`config.mk`:
```
export PLATFORM = sky130hd
export DESIGN_NAME = scc_ctrl
export DESIGN_NICKNAME = d
export VERILOG_FILES = /design/src/scc_pkg.sv /design/src/scc_ctrl.sv
export SDC_FILE = /design/constraint.sdc
export NUM_CORES = 2
export LEC_CHECK = 0
export ABC_AREA = 1
export BUFFER_PORTS_ARGS = -buffer_cell sky130_fd_sc_hd__buf_2
export CORE_ASPECT_RATIO = 0.5
export CORE_UTILIZATION = 65
export CTS_BUF_LIST = sky130_fd_sc_hd__clkbuf_8
export DETAILED_ROUTE_END_ITERATION = 7
export GPL_TIMING_DRIVEN = 0
export PLACE_DENSITY_LB_ADDON = 0.3
export SLEW_MARGIN = 20
export SYNTH_ARGS = -nofsm -noshare
export SYNTH_HDL_FRONTEND = slang
export SYNTH_SLANG_ARGS = --single-unit
```
`constraint.sdc`:
```
create_clock -name i_sys_clk -period 19.7 [get_ports i_sys_clk]
set_input_delay 3.94 -clock i_sys_clk [delete_from_list [all_inputs] [get_ports i_sys_clk]]
set_output_delay 3.94 -clock i_sys_clk [all_outputs]
set_load 0.02 [all_outputs]
```
`src/scc_pkg.sv`:
```
// shared constants and carrier types of the speculation checkpoint control
package scc_pkg;

    localparam int NUM_LEVELS = 4;
    localparam int FPQ_DEPTH = 4;
    localparam int WBUF_DEPTH = 4;
    localparam int SLOT_W = 2;
    localparam int LEVEL_W = 3;
    localparam int PEN_W = 3;

    localparam logic [LEVEL_W-1:0] MAX_LEVEL = 3'h4;
    localparam logic [LEVEL_W-1:0] FPQ_MAX = 3'h4;
    localparam logic [LEVEL_W-1:0] WBUF_MAX = 3'h4;
    localparam logic [LEVEL_W-1:0] LEVEL_RST = 3'h0;
    localparam logic [SLOT_W-1:0] SLOT_RST = 2'h0;

    // refetch penalty, in core clocks, by the stage that resolved the branch
    localparam logic [PEN_W-1:0] PEN_EXECUTE_STAGE = 3'h4;
    localparam logic [PEN_W-1:0] PEN_WRITE_BACK_STAGE = 3'h5;

    localparam int CLK_PERIOD_NS = 5;

    typedef logic [NUM_LEVELS-1:0] scc_mask_t;

    // machine state captured at each speculation level
    typedef struct packed {
        logic [31:0] alt_fetch;
        logic [63:0] regs;
        logic [31:0] flags;
        logic [31:0] env;
    } scc_ckpt_t;

    typedef struct packed {
        logic [31:0] addr;
        logic [63:0] data;
    } scc_store_t;

    typedef struct packed {
        logic valid;
        logic correct;
        logic [SLOT_W-1:0] slot;
        logic in_write_back_stage;
    } scc_resolve_t;

endpackage

```
`src/scc_ctrl.sv`:
```
// speculation level tracking, checkpoints, store hold-back and fp dispatch
// Notes on behaviour
// RULE1: at most four speculation levels, each from a predicted branch or fp op.
// RULE2: fp instructions open speculation through the same checkpoint slots as branches.
// RULE3: on predicted fetch, checkpoint state, bump level counter, follow predicted path.
// RULE4: every resolved branch lowers the level counter by one.
// RULE5: correctly predicted branch just frees its checkpoint slot, no restore.
// RULE6: mispredict drives correct fetch address and restored state next clock.
// RULE7: speculative stores wait in buffers until all governing levels resolve.
// RULE8: no new level opens while the counter already stands at four.
// RULE9: any exception or fault halts further speculation.
// RULE10: speculation halts while the store buffers have no free entry.
// RULE11: writing non-checkpointed state halts speculation.
// RULE12: fp instructions go to the x pipe only, never the y pipe.
// RULE13: x pipe address stages check mmu faults and fetch fp memory operands.
// RULE14: fault-free fp op is checkpointed and queued in second_address_calc_stage.
// RULE15: fpu queue holds at most four pending fp instructions.
// RULE16: exceptions are signalled and writes issued in program order.
// RULE17: each fpu completion lowers the level and frees its checkpoint slot.
// RULE18: four store buffers absorb speculative fp stores without stalling.
// RULE19: mispredict flushes four clocks from execute_stage, five from write_back_stage.
// RULE20: level counter stays in zero to four and resets to zero.
// RULE21: mispredict also discards all younger levels and adjusts the counter.
`timescale 1ns/10ps
module scc_ctrl
(
    input wire logic i_sys_clk,
    input wire logic i_srst,
    input wire logic i_ce,
    input wire logic i_br_open,
    input wire scc_pkg::scc_ckpt_t i_ckpt_state,
    input wire logic i_fp_decoded,
    input wire logic i_fp_mem_operand,
    input wire logic i_fp_ac2,
    input wire logic i_fp_mmu_exc,
    input wire logic [31:0] i_fp_instr,
    input wire scc_pkg::scc_resolve_t i_res,
    input wire logic i_fpu_done,
    input wire logic i_fpu_exc,
    input wire logic i_int_exc,
    input wire logic i_noncp_write,
    input wire logic i_st_valid,
    input wire scc_pkg::scc_store_t i_st,
    output logic o_open_ack,
    output logic [scc_pkg::SLOT_W-1:0] o_open_slot,
    output logic [scc_pkg::LEVEL_W-1:0] o_spec_level,
    output logic o_spec_stall,
    output logic o_restore_valid,
    output scc_pkg::scc_ckpt_t o_restore,
    output logic [31:0] o_fetch_addr,
    output logic o_flush,
    output logic o_fp_pipe_x,
    output logic o_fp_opnd_req,
    output logic o_fpq_push,
    output logic [31:0] o_fpq_instr,
    output logic o_exc_signal,
    output logic o_mem_wr,
    output scc_pkg::scc_store_t o_mem_st,
    output logic o_st_ready
);

    function automatic logic [scc_pkg::LEVEL_W-1:0] popcnt(input scc_pkg::scc_mask_t m);
        logic [scc_pkg::LEVEL_W-1:0] n;
        n = '0;
        for (int k = 0; k < scc_pkg::NUM_LEVELS; k++)
            n = n + {2'h0, m[k]};
        return n;
    endfunction

    // slots allocated after slot s and before the allocation pointer
    function automatic scc_pkg::scc_mask_t younger(input logic [scc_pkg::SLOT_W-1:0] s,
        input logic [scc_pkg::SLOT_W-1:0] tail, input scc_pkg::scc_mask_t v);
        scc_pkg::scc_mask_t y;
        logic [scc_pkg::SLOT_W-1:0] d;
        logic [scc_pkg::LEVEL_W-1:0] span;
        y = '0;
        span = (tail == s) ? scc_pkg::MAX_LEVEL : {1'b0, tail - s};
        for (int k = 0; k < scc_pkg::NUM_LEVELS; k++)
        begin
            d = k[scc_pkg::SLOT_W-1:0] - s;
            y[k] = v[k] && (d != '0) && ({1'b0, d} < span);
        end
        return y;
    endfunction

    scc_pkg::scc_ckpt_t ck_r [scc_pkg::NUM_LEVELS];
    scc_pkg::scc_mask_t ck_v_r, ck_fp_r;
    logic [scc_pkg::SLOT_W-1:0] tail_r;
    logic [scc_pkg::LEVEL_W-1:0] cnt_r;
    logic halt_r;
    logic [scc_pkg::SLOT_W-1:0] fq_slot_r [scc_pkg::FPQ_DEPTH];
    logic [scc_pkg::SLOT_W-1:0] fq_rd_r;
    logic [scc_pkg::LEVEL_W-1:0] fq_cnt_r;
    scc_pkg::scc_store_t wb_st_r [scc_pkg::WBUF_DEPTH];
    scc_pkg::scc_mask_t wb_dep_r [scc_pkg::WBUF_DEPTH];
    logic [scc_pkg::SLOT_W-1:0] wb_rd_r;
    logic [scc_pkg::LEVEL_W-1:0] wb_cnt_r;
    logic [scc_pkg::PEN_W-1:0] pen_r;
    logic exc_pend_r;

    logic can_open, open_fp, open_br, open_any, res_hit, res_good, res_bad, fp_done, wb_commit, wb_push;
    scc_pkg::scc_mask_t young, free_mask, open_mask;
    logic [scc_pkg::LEVEL_W-1:0] cnt_nxt, fq_drop, wb_drop, fq_cnt_nxt, wb_cnt_nxt;
    logic [scc_pkg::SLOT_W-1:0] fq_wr, wb_wr;

    assign can_open = (cnt_r < scc_pkg::MAX_LEVEL) && !ck_v_r[tail_r] // [RULE1] [RULE8]
        && !halt_r && !i_int_exc && !i_fpu_exc // [RULE9]
        && (wb_cnt_r < scc_pkg::WBUF_MAX) // [RULE10]
        && !i_noncp_write // [RULE11]
        && !res_bad && (pen_r == '0);
    assign open_fp = i_fp_ac2 && !i_fp_mmu_exc && can_open && (fq_cnt_r < scc_pkg::FPQ_MAX); // [RULE14] [RULE15]
    assign open_br = i_br_open && can_open && !open_fp; // [RULE2]
    assign open_any = open_fp || open_br;
    assign res_hit = i_res.valid && ck_v_r[i_res.slot] && !ck_fp_r[i_res.slot];
    assign res_good = res_hit && i_res.correct;
    assign res_bad = res_hit && !i_res.correct;
    assign fp_done = i_fpu_done && (fq_cnt_r != '0);
    assign young = res_bad ? younger(i_res.slot, tail_r, ck_v_r) : '0; // [RULE21]

    always_comb
    begin
        free_mask = '0;
        open_mask = '0;
        if (res_hit)
            free_mask[i_res.slot] = 1'b1; // [RULE4] [RULE5]
        if (fp_done)
            free_mask[fq_slot_r[fq_rd_r]] = 1'b1; // [RULE17]
        free_mask = (free_mask | young) & ck_v_r; // [RULE21]
        if (open_any)
            open_mask[tail_r] = 1'b1;
    end

    assign cnt_nxt = cnt_r + {2'h0, open_any} - popcnt(free_mask); // [RULE3] [RULE20]
    assign fq_drop = popcnt(young & ck_fp_r & ~free_mask) + popcnt(young & ck_fp_r & free_mask)
        - {2'h0, fp_done && young[fq_slot_r[fq_rd_r]]};
    assign fq_cnt_nxt = fq_cnt_r + {2'h0, open_fp} - {2'h0, fp_done} - fq_drop;
    assign fq_wr = fq_rd_r + fq_cnt_r[scc_pkg::SLOT_W-1:0];
    assign wb_commit = (wb_cnt_r != '0) && ((wb_dep_r[wb_rd_r] & ck_v_r) == '0); // [RULE7]
    assign wb_push = i_st_valid && (wb_cnt_r < scc_pkg::WBUF_MAX) && !(res_bad && ck_v_r[i_res.slot]); // [RULE18]
    assign wb_wr = wb_rd_r + wb_cnt_r[scc_pkg::SLOT_W-1:0];

    always_comb
    begin
        wb_drop = '0;
        for (int k = 0; k < scc_pkg::WBUF_DEPTH; k++)
            if (res_bad && (k[scc_pkg::LEVEL_W-1:0] < wb_cnt_r)
                && wb_dep_r[wb_rd_r + k[scc_pkg::SLOT_W-1:0]][i_res.slot])
                wb_drop = wb_drop + 3'h1; // [RULE21]
    end

    assign wb_cnt_nxt = wb_cnt_r + {2'h0, wb_push} - {2'h0, wb_commit} - wb_drop;

    // checkpoint slots and level counter
    always_ff @(posedge i_sys_clk)
    begin
        if (i_srst)
        begin
            ck_v_r <= '0;
            ck_fp_r <= '0;
            tail_r <= scc_pkg::SLOT_RST;
            cnt_r <= scc_pkg::LEVEL_RST; // [RULE20]
        end
        else if (i_ce)
        begin
            ck_v_r <= (ck_v_r & ~free_mask) | open_mask;
            ck_fp_r <= (ck_fp_r & ~free_mask) | (open_fp ? open_mask : '0);
            if (open_any)
            begin
                ck_r[tail_r] <= i_ckpt_state; // [RULE3]
                tail_r <= tail_r + 2'h1;
            end
            else if (res_bad)
                tail_r <= i_res.slot; // [RULE21]
            cnt_r <= cnt_nxt;
        end
    end

    // halt on faults and non-checkpointed writes until speculation drains
    always_ff @(posedge i_sys_clk)
    begin
        if (i_srst)
            halt_r <= 1'b0;
        else if (i_ce)
        begin
            if (i_int_exc || i_fpu_exc || i_fp_mmu_exc || i_noncp_write) // [RULE9] [RULE11]
                halt_r <= 1'b1;
            else if (cnt_nxt == '0)
                halt_r <= 1'b0;
        end
    end

    // misprediction restore and refetch penalty
    always_ff @(posedge i_sys_clk)
    begin
        if (i_srst)
        begin
            o_restore_valid <= 1'b0;
            o_restore <= '0;
            o_fetch_addr <= '0;
            pen_r <= '0;
            o_flush <= 1'b0;
        end
        else if (i_ce)
        begin
            o_restore_valid <= res_bad; // [RULE6]
            if (res_bad)
            begin
                o_restore <= ck_r[i_res.slot];
                o_fetch_addr <= ck_r[i_res.slot].alt_fetch;
                pen_r <= i_res.in_write_back_stage ? scc_pkg::PEN_WRITE_BACK_STAGE
                    : scc_pkg::PEN_EXECUTE_STAGE; // [RULE19]
                o_flush <= 1'b1;
            end
            else
            begin
                pen_r <= (pen_r != '0) ? pen_r - 3'h1 : pen_r;
                o_flush <= (pen_r > 3'h1);
            end
        end
    end

    // fpu queue bookkeeping and dispatch
    always_ff @(posedge i_sys_clk)
    begin
        if (i_srst)
        begin
            fq_rd_r <= '0;
            fq_cnt_r <= scc_pkg::LEVEL_RST;
            o_fpq_push <= 1'b0;
            o_fpq_instr <= '0;
            o_fp_pipe_x <= 1'b0;
            o_fp_opnd_req <= 1'b0;
        end
        else if (i_ce)
        begin
            o_fp_pipe_x <= i_fp_decoded; // [RULE12]
            o_fp_opnd_req <= i_fp_mem_operand && !i_fp_mmu_exc; // [RULE13]
            o_fpq_push <= open_fp; // [RULE14]
            if (open_fp)
            begin
                o_fpq_instr <= i_fp_instr;
                fq_slot_r[fq_wr] <= tail_r;
            end
            if (fp_done)
                fq_rd_r <= fq_rd_r + 2'h1;
            fq_cnt_r <= fq_cnt_nxt; // [RULE15]
        end
    end

    // integer exceptions wait behind older queued fp work
    always_ff @(posedge i_sys_clk)
    begin
        if (i_srst)
        begin
            exc_pend_r <= 1'b0;
            o_exc_signal <= 1'b0;
        end
        else if (i_ce)
        begin
            o_exc_signal <= i_fpu_exc || ((i_int_exc || exc_pend_r) && (fq_cnt_r == '0)); // [RULE16]
            exc_pend_r <= (i_int_exc || exc_pend_r) && (fq_cnt_r != '0);
        end
    end

    // store buffer: in-order drain of resolved stores
    always_ff @(posedge i_sys_clk)
    begin
        if (i_srst)
        begin
            wb_rd_r <= '0;
            wb_cnt_r <= scc_pkg::LEVEL_RST;
            o_mem_wr <= 1'b0;
            o_mem_st <= '0;
            o_st_ready <= 1'b0;
        end
        else if (i_ce)
        begin
            if (wb_push)
            begin
                wb_st_r[wb_wr] <= i_st;
                wb_dep_r[wb_wr] <= ck_v_r & ~free_mask; // [RULE7]
            end
            o_mem_wr <= wb_commit; // [RULE16]
            if (wb_commit)
            begin
                o_mem_st <= wb_st_r[wb_rd_r];
                wb_rd_r <= wb_rd_r + 2'h1;
            end
            wb_cnt_r <= wb_cnt_nxt;
            o_st_ready <= wb_cnt_nxt < scc_pkg::WBUF_MAX; // [RULE18]
        end
    end

    // status outputs
    always_ff @(posedge i_sys_clk)
    begin
        if (i_srst)
        begin
            o_open_ack <= 1'b0;
            o_open_slot <= scc_pkg::SLOT_RST;
            o_spec_level <= scc_pkg::LEVEL_RST;
            o_spec_stall <= 1'b0;
        end
        else if (i_ce)
        begin
            o_open_ack <= open_any;
            o_open_slot <= tail_r;
            o_spec_level <= cnt_nxt;
            o_spec_stall <= (cnt_nxt == scc_pkg::MAX_LEVEL) || (wb_cnt_nxt == scc_pkg::WBUF_MAX); // [RULE8] [RULE10]
        end
    end
endmodule

```
# == Word-level counts from Yosys, hierarchy flattened ==
# Memories as Yosys holds them, arrays and structs flattened. A register that Yosys moved wholly into a read port is not among the register bits.
# Cells that the tools add are included.
# word_totals
word_cells,235
inputBits,306
register_bits,72
memories,4
mem_bits_rw,1048
out_inout_bits,335
# memory_table
memory,depth,width,read_ports,rd_clocked_by_memory_dff,write_ports,line_no,rtl
ck_r,4,160,1,1,1,scc_ctrl.sv:86,scc_pkg::scc_ckpt_t ck_r [scc_pkg::NUM_LEVELS];
wb_st_r,4,96,1,1,1,scc_ctrl.sv:94,scc_pkg::scc_store_t wb_st_r [scc_pkg::WBUF_DEPTH];
wb_dep_r,4,4,4,1,1,scc_ctrl.sv:95,scc_pkg::scc_mask_t wb_dep_r [scc_pkg::WBUF_DEPTH];
fq_slot_r,4,2,1,1,1,scc_ctrl.sv:91,logic [scc_pkg::SLOT_W-1:0] fq_slot_r [scc_pkg::FPQ_DEPTH];
# op_classes
n_mux,56
add_sub_neg,35
n_bitwise,12
n_eq_ne,3
n_lt_le_gt_ge,19
n_reduce_logical,83
# ops
cell,n
1-bit logical AND,44
4-bit bitwise AND,7
1-bit 2-to-1 mux,28
4-bit 2-to-1 mux,5
3-bit by 1-bit adder with 3-bit output,6
3-bit 2-to-1 mux,6
1-bit binary-select mux with 2-bit select,8
4-bit OR,4
2-bit AND reduction,7
2-bit nonzero test,7
2-bit by 3-bit < comparator with 1-bit output,4
"3-bit < comparator, second input constant",4
2-bit 2-to-1 mux,6
1-bit logical NOT,11
2-bit by 1-bit adder with 3-bit output,3
"3-bit by 1-bit adder with 3-bit output, second input constant",3
3-bit logical NOT,3
"2-bit by 3-bit < comparator with 1-bit output, second input constant",3
3-bit nonzero test,3
3-bit by 1-bit subtractor with 3-bit output,3
3-bit subtractor,3
1-bit logical OR,7
1-bit by 1-bit adder with 2-bit output,3
"2-bit by 1-bit adder with 2-bit output, second input constant",3
other kinds (16),27

# == Logic depth before layout (Yosys ltp) ==
# Gate-level depths: netlist of the first run.
# depth
depth_word,21
mapped_depth,27
depth_no_buf,26

# == Least setup slack after synthesis of the first run ==
# No wires, ideal clock.
# synth_timing
path_type,input to register
start,input i_int_exc
end,"memory ck_r[3][0] in the netlist's numbering, enable pin"
setup_ns,0.682
arrival_ns,11.559
required_ns,19.018
path_stages,6
path_buffers,0
path_slack_ns,7.459
path_cell_list,or2_2 -> a211oi_1 -> nand2_2 -> nor2_4 -> nand2_1 -> nor2_1
# synth_via
elab_chain_len,16
word_cells_on_any_way,17
classes_between,mux (4); reduce/logical (13)
# synth_rtl
element,line_no,rtl
start: declaration,scc_ctrl.sv:40,"input wire logic i_int_exc,"
1-bit logical NOT (*),scc_ctrl.sv:107,&& !halt_r && !i_int_exc && !i_fpu_exc
1-bit logical AND (*) (2 in series),scc_ctrl.sv:107,
1-bit logical AND (*),scc_ctrl.sv:108,&& (wb_cnt_r < scc_pkg::WBUF_MAX)
1-bit logical AND (*),scc_ctrl.sv:109,&& !i_noncp_write
1-bit logical AND (*) (2 in series),scc_ctrl.sv:110,&& !res_bad && (pen_r == '0);
1-bit logical AND (2 in series),scc_ctrl.sv:111,assign open_fp = i_fp_ac2 && !i_fp_mmu_exc && can_open && (fq_cnt_r < scc_pkg::FPQ_MAX);
1-bit logical NOT,scc_ctrl.sv:112,assign open_br = i_br_open && can_open && !open_fp;
1-bit logical AND,scc_ctrl.sv:112,
1-bit logical OR (*),scc_ctrl.sv:113,assign open_any = open_fp || open_br;
via open_any,scc_ctrl.sv:101,"logic can_open, open_fp, open_br, open_any, res_hit, res_good, res_bad, fp_done, wb_commit, wb_push;"
1-bit 2-to-1 mux (*),scc_ctrl.sv:167,if (open_any)
1-bit 2-to-1 mux (*),scc_ctrl.sv:163,else if (i_ce)
1-bit 2-to-1 mux (*),scc_ctrl.sv:156,if (i_srst)
1-bit 2-to-1 mux (not written as such) (*),scc_ctrl.sv:169,ck_r[tail_r] <= i_ckpt_state;
end: declaration,scc_ctrl.sv:86,
# Mark *: on every way through the listed nets, which the timed path passes. The rest lies on a longest branch.

# == Worst setup path in the final report of the first run ==
# layout_timing
start,input i_res[1] in the netlist's numbering
end,register fq_cnt_r[2] in the netlist's numbering
# layout_via
elab_chain_len,17
word_cells_on_any_way,65
classes_between,add/sub (16); order compare (6); eq/ne (1); mux (12); bitwise (7); reduce/logical (23)
# layout_rtl
element,line_no,rtl
start: declaration,scc_ctrl.sv:37,"input wire scc_pkg::scc_resolve_t i_res,"
"2-bit by 3-bit < comparator with 1-bit output (not written as such), or another cell as far along",scc_ctrl.sv:125,free_mask[i_res.slot] = 1'b1;
1-bit logical AND (not written as such) / 1-bit 2-to-1 mux (equally long branches),"scc_ctrl.sv:125, scc_ctrl.sv:114",
"1-bit 2-to-1 mux (not written as such), or another cell as far along",scc_ctrl.sv:125,
1-bit demux with 2-bit select / 1-bit logical AND (equally long branches),"scc_ctrl.sv:125, scc_ctrl.sv:114",
4-bit 2-to-1 mux,scc_ctrl.sv:124,if (res_hit)
4-bit OR (no line),--,
4-bit 2-to-1 mux,scc_ctrl.sv:126,if (fp_done)
4-bit OR,scc_ctrl.sv:128,free_mask = (free_mask | young) & ck_v_r;
4-bit bitwise AND,scc_ctrl.sv:128,
4-bit inverter,scc_ctrl.sv:134,assign fq_drop = popcnt(young & ck_fp_r & ~free_mask) + popcnt(young & ck_fp_r & free_mask)
4-bit bitwise AND,scc_ctrl.sv:134,
1-bit by 1-bit adder with 2-bit output,scc_ctrl.sv:66,"n = n + {2'h0, m[k]};"
2-bit by 1-bit adder with 3-bit output,scc_ctrl.sv:66,
3-bit by 1-bit adder with 3-bit output,scc_ctrl.sv:66,
3-bit adder,scc_ctrl.sv:134,
3-bit by 1-bit subtractor with 3-bit output,scc_ctrl.sv:135,"- {2'h0, fp_done && young[fq_slot_r[fq_rd_r]]};"
3-bit subtractor (*),scc_ctrl.sv:136,"assign fq_cnt_nxt = fq_cnt_r + {2'h0, open_fp} - {2'h0, fp_done} - fq_drop;"
end signal: assignment,scc_ctrl.sv:228,fq_cnt_r <= scc_pkg::LEVEL_RST;
end signal: assignment,scc_ctrl.sv:246,fq_cnt_r <= fq_cnt_nxt;
end: declaration,scc_ctrl.sv:93,logic [scc_pkg::LEVEL_W-1:0] fq_cnt_r;
# Every way passes the cells marked *; elsewhere a longest branch is shown, timed or not. The select of a mux whose other input is x is not followed.
# A chain may end at the register's enable or synchronous reset.

==> results of run 1 <==
## state kept, by name, summed over array words and instances, names as in the netlist, 4 cells and up, named ones only
| signal | cells |
|---|---|
| o_fpq_instr | 32 |
| ck_fp_r | 4 |
| o_restore | 128 |
| wb_dep_r | 16 |
| fq_slot_r | 8 |
| ck_v_r | 4 |
| ck_r | 640 |
| o_mem_st | 96 |
| wb_st_r | 384 |
| o_fetch_addr | 32 |
## worst max-delay path by stage
stage	to	start	slack (ns)
floorplan	ck_r[3][0]	i_int_exc	7.46
global placement	ck_r[3][105]	i_res[1]	1.31
detailed placement	fq_cnt_r[2]	i_res[1]	9.49
CTS	fq_cnt_r[2]	i_res[1]	10.36
global route	fq_cnt_r[2]	i_res[1]	9.98
finish	fq_cnt_r[2]	i_res[1]	10.19
## power breakdown
group / switching, µW / internal [µW]
Sequential: 69.9 / 3280
Combinational: 729 / 334
Clock: 1040 / 933
## cells in the final DEF (no fill, tap or decap), types with 83 or more instances in the layout
| cell | n |
|---|---|
| a21oi_1 | 231 |
| a221oi_1 | 96 |
| a31oi_1 | 166 |
| buf_2 | 683 |
| buf_4 | 83 |
| clkbuf_1 | 185 |
| clkbuf_8 | 198 |
| dfxtp_1 | 332 |
| edfxtp_1 | 1048 |
| inv_1 | 172 |
| nand2_1 | 348 |
| nor2_1 | 755 |
| o21ai_0 | 607 |
## tightest hold or removal path, delay by kind of cell (launching register included)
family / cells / cell delay, ns
DFF: 1 / 0.31
and+or+nand+nor: 1 / 0.06
AOI/OAI and AO/OA: 1 / 0.06
## through the flow
stage | instance area [µm²] | worst slack, ns | power, µW
4_1_cts | 60700 | 10.36 | 6370
3_3_place_gp | 56100 | 1.31 | 4420
5_1_grt | 60800 | 9.98 | 6620
6_report | 60800 | 10.19 | 6380
2_1_floorplan | 51600 | 7.46 | 4060
3_5_place_dp | 57400 | 9.49 | 4450
## layer usage
metal | up-vias | global-route usage (%) | part of all wire, %
li1 | 16921 | - | -
met2 | 2064 | 56.2 | 49
met1 | 18235 | 42.5 | 37
met3 | 420 | 6.78 | 8.5
met4 | 12 | 19.5 | 5.5
met5 | - | 0 | 0.058
## cell families after synthesis
family	count (synthesis)	share of synthesized area [%]
compound gates	1166	12.5
xor+xnor	17	0.289
fa+ha+maj	43	1.19
buf+inv	396	3.34
flops	1380	73.9
mux	1	0.0194
other cells	2	0.0146
simple gates	1170	8.80
## area by class of cell
type / instances / area share (%)
repair buffers: 729 / 7.30
plain buffers: 301 / 2.25
inverters: 95 / 0.587
diodes: 52 / 0.214
flip-flops and latches: 1380 / 62.7
well taps: 1036 / 2.13
clock buffers: 198 / 4.48
multi-input cells: 2400 / 19.4
clock inverters: 126 / 0.889
==> out/qor.txt, run 1 <==
kind of critical path: in -> reg
grt total ovfl: 0
Seq/Total Area, Yosys: 73.9%
synthesized area: 51600 µm²
unrepaired setup endpoints after global routing: no
slew at the pin closest to its max-slew limit: 1.19 ns
synth unique cells: 45
row cnt: 72
Crit path largest cell delay: 0.61 ns
CTS buffer count: 178
Starting DRT DRC Count: 4346
Max Freq: 105 MHz
first-pass GRT wire length: 209000 µm
# setup viols final: 0
most common cell in the netlist: edfxtp_1
share of cells above drive strength 1: 20.3%
number of flops mapped to enable cells by yosys: 1048
Max Cap Viol: 0
depth of the CTS H-tree: 4
R2R depth: 24
routed vias/inst: 5.96
outcome: finished, final reports clean
Nets: 5434
syn_area_per_cell: 12.4 µm²
Inst Count DP: 5941
Setup Skew: 0.0379 ns
Hold Slack: 0.475 ns
Gate Count Post-Synth: 4175
post-route antenna net violation count: 0
Final Hold Viols: 0
Post-CTS Hold Buffers: 0
die area: 80600 µm²
Max rail drop VDD: 0.0630 mV
commonest cells in the netlist: 1048 x edfxtp_1, 759 x nor2_1, 607 x o21ai_0, 348 x nand2_1, 332 x dfxtp_1
Layout fillers: 4686
Die H: 201 µm
Die W: 400 µm
pin count of the biggest net entering global routing: 24
CP Data Required Time: 20.41 ns
Crit Path Max Fanout: 14
Hold Crit Start: pen_r[1]
port buffer count: 639
Critical Path Stages: 27
Clock Latency Late Sink: 0.84 ns
synthesis-stage register bit count: 1380
endpoint class of the critical path: register
Synth Warn #: 0
leakage power: 0.0231 µW
slowest stage cell on the critical path: clkbuf_1
Syn-to-layout area delta: 17.8%
CTS tree: done
flop2flop setup slack: 14.16 ns
core footprint: 77900 µm²
Final Critical Period: 9.51 ns
Worst Hold Endpoint: pen_r[1]
Buffers & Inverters on Critical Path: 8
async set-or-reset flop fraction in the synthesized netlist: 0%
CTS clk-pin slew, worst paths: 0.08 ns
crit-path leading delay family: adder cells
Worst Hold Class: reg -> reg
post-synth top area cell: edfxtp_1
GPL Wtd Cong: 0.889
Synth Flop Type: edfxtp_1
final wirelength: 141000 µm
area of the multi-input gates: 11800 µm²
Area contributors post-synth: edfxtp_1 61%, dfxtp_1 13%, o21ai_0 5.9%
Post-CTS Setup Repair Bufs: 0
Setup TNS: 0 ns
vias in the first global route: 36614
Rel. slew slack: 20.7%
Hold Crit Depth: 2
initial core utilization: 66.2%
Detailed Place HPWL: 93000 µm
Final Util: 78.0%
Vias: 37652
final cycle utilization of the critical path: 48.3%
clock buffer depth: 3
I/O pins: 641
Reg-to-Reg Start: tail_r[0]
Pwr per Cell Area: 105 nW/µm²
Reg area: 38100 µm²
DR WL/cell: 22.3 µm
Post-CTS Resized: 0
Non-Filler Instances: 6317
initial antenna violation count: 49
FF-to-FF End: fq_cnt_r[2]
Startpoint Class: input port
Final Slew Violations: 0
most frequent CP cell: ha_1
DRT Pass-1 Iters: 6
Sink Count: 1380
root buf cell: clkbuf_8
Total GRT Usage: 34.1%
CP arrival: 10.22 ns
top cell type's share of synthesized area: 61.0%
drt drc: 0
No activity file was read; power rests on OpenSTA's default activity.
==> run 2, diff against run 1 <==
- CORE_UTILIZATION: 65 -> 60
- clock period: 19.7 -> 9.5 ns (I/O delays scaled with it)
==> run 2 against run 1 <==
Net effect: global-route usage decreased by 2.1 points; clock skew fell by 0.0086 ns; clock power is 120% higher; sequential cell count is the same; largest cell class unchanged; critical endpoint unchanged; first-iteration DRC count shrank 8.7%; combinational power rose by 110%; worst hold slack got worse by 0.0070 ns; wire length up 0.52%.
==> out/qor.txt, run 2 (synthesis results as in run 1) <==
pin count of the biggest net entering global routing: 23 (-4.2%)
largest registers: ck_r (640), wb_st_r (384), o_restore (128)
Post-CTS Setup Repair Bufs: 0 (unchanged)
Vias: 37346 (-0.81%)
routed vias/inst: 5.85 (-1.9%)
Rel. slew slack: 26.4% (+5.7 points)
met2 wire length: 71400 µm (+2.9%)
Hold Slack: 0.468 ns (-0.00704 ns)
Layout fillers: 5588 (+19%)
CP Data Required Time: 10.25 ns (-10.16 ns)
slew at the pin closest to its max-slew limit: 1.10 ns (-0.0855 ns)
port buffer count: 639 (unchanged)
Reg-to-Reg Start: tail_r[0]
Hold Crit Start: o_mem_wr
Crit Path Max Fanout: 14 (unchanged)
I/O pins: 641 (unchanged)
most frequent cells in the layout: 1048 x edfxtp_1, 755 x nor2_1, 683 x buf_2
Syn-to-layout area delta: 18.8%
post-route antenna net violation count: 0 (unchanged)
Max Cap Viol: 0 (unchanged)
GPL Wtd Cong: 0.893 (+0.44%)
Setup Skew: 0.0293 ns (-0.00859 ns)
Max rail drop VDD: 0.136 mV (+120%)
Post-Route M1 WL: 52800 µm (+1.6%)
Die W: 417 µm (+4.1%)
die area: 87300 µm² (+8.3%)
final cycle utilization of the critical path: 77.5%
outcome: finished, final reports clean
Nets: 5417 (-0.31%)
area of the multi-input gates: 11800 µm² (+0.21%)
vias in the first global route: 36626 (+0.033%)
Die H: 209 µm (+4.0%)
DR WL/cell: 22.2 µm (-0.60%)
CTS clk-pin slew, worst paths: 0.07 ns (about the same)
largest reg by FF count: ck_r
worst setup path startpoint: i_res[1]
Startpoint Class: input port
grt total ovfl: 0 (unchanged)
Reg area: 38100 µm² (unchanged)
Worst Hold Class: reg -> reg
Final Hold Viols: 0 (unchanged)
max reg flops: 640 (unchanged)
met3 routed wirelength: 10200 µm (-14%)
# setup viols final: 0 (unchanged)
final wirelength: 142000 µm (+0.52%)
Max Freq: 136 MHz
Clock Latency Late Sink: 0.86 ns (+0.02 ns)
Post-CTS Resized: 0 (unchanged)
CTS buffer count: 180 (+1.1%)
Post-CTS Hold Buffers: 0 (unchanged)
Final Slew Violations: 0 (unchanged)
Final Critical Period: 7.37 ns
Sink Count: 1380 (unchanged)
clock buffer depth: 3 (unchanged)
initial core utilization: 61.1% (-5.1 points)
depth of the CTS H-tree: 4 (unchanged)
max layer used: met5
Detailed Place HPWL: 94000 µm (+1.0%)
Pwr per Cell Area: 220 nW/µm² (+110%)
kind of critical path: in -> reg
Non-Filler Instances: 6388 (+1.1%)
core footprint: 84500 µm² (+8.4%)
CTS tree: done
commonest non-fill, non-tap cell in the layout: edfxtp_1
initial antenna violation count: 54 (+10%)
row cnt: 75 (+4.2%)
Starting DRT DRC Count: 3968 (-8.7%)
DRT Pass-1 Iters: 6 (unchanged)
Inst Count DP: 6002 (+1.0%)
leakage power: 0.0232 µW (+0.54%)
Total GRT Usage: 31.9% (-2.1 points)
first-pass GRT wire length: 210000 µm (+0.46%)
root buf cell: clkbuf_8
CP arrival: 8.11 ns (-2.11 ns)
endpoint class of the critical path: register
share of cells above drive strength 1: 20.3% (-0.073 points)
unrepaired setup endpoints after global routing: no
drt drc: 0 (unchanged)
-- run 2: cell types whose count changed in the layout (fill, tap and decap cells not counted), sizes merged --
cell,before,now
diode,52,44
bufinv,1,4
clkbuf,387,396
inv,179,189
clkinvlp,2,6
clkinv,39,31
buf,841,822
-- run 2: layout make-up --
| type | count | share of cell area [%] |
|---|---|---|
| diodes | 44 | 0.180 |
| plain buffers | 301 | 2.23 |
| clock buffers | 207 | 4.65 |
| clock inverters | 135 | 1.09 |
| inverters | 95 | 0.582 |
| multi-input cells | 2400 | 19.3 |
| flip-flops and latches | 1380 | 62.2 |
| well taps | 1116 | 2.28 |
| repair buffers | 710 | 7.48 |
-- run 2: per-stage QoR --
step	power (µW)	cell area [µm²]	setup TNS, ns	setup slack [ns]	utilization (%)
after floorplan	8400	51600	-221.90	-0.691	-
after global placement	9160	56200	-3415.40	-6.97	66.6
after detailed placement	9270	57700	0	1.36	68.3
after CTS	13500	61200	0	2.29	72.5
after global routing	14000	61300	0	1.75	72.6
final	13500	61300	0	2.13	72.6
-- run 2: path summary, 6_finish.rpt --
kind / endpoint / slack [ns] / cells past startpoint
worst max-delay path: fq_cnt_r[2] / 2.13 / 28
worst max register to register: fq_cnt_r[2] / 4.12 / 25
worst min-delay path: o_mem_wr / 0.47 / 2
worst min register to register: o_mem_wr / 0.47 / 2
-- run 2: critical path, cell delays in order --
cell,delay [ns]
buf_2,0.19
inv_2,0.26
clkbuf_1,0.52
clkbuf_1,0.62
ha_1,0.36
o21ai_0,0.15
o21ai_0,0.22
ha_1,0.37
nor2_1,0.05
o21ai_0,0.22
nand4_1,0.23
nor2_1,0.25
xor2_1,0.11
ha_1,0.21
inv_1,0.05
nand2_1,0.06
fa_1,0.50
inv_1,0.05
fa_1,0.53
inv_1,0.04
ha_1,0.27
ha_1,0.22
xnor2_1,0.17
xor2_1,0.19
xnor2_1,0.14
nand2_1,0.07
o211ai_1,0.10
inv_1,0.06
-- run 2: metal layers --
| metal | global-route usage, % | vias up |
|---|---|---|
| li1 | - | 16912 |
| met1 | 39.3 | 18294 |
| met2 | 53.8 | 1746 |
| met3 | 5.46 | 376 |
| met4 | 18.6 | 18 |
| met5 | 0 | - |
-- run 2: where the power goes --
group	switching (µW)	internal (µW)	total [µW]	leakage, µW
combinational	1520	701	2220	0.00893
clock	2200	2100	4300	0.00212
sequential	150	6800	6950	0.0121
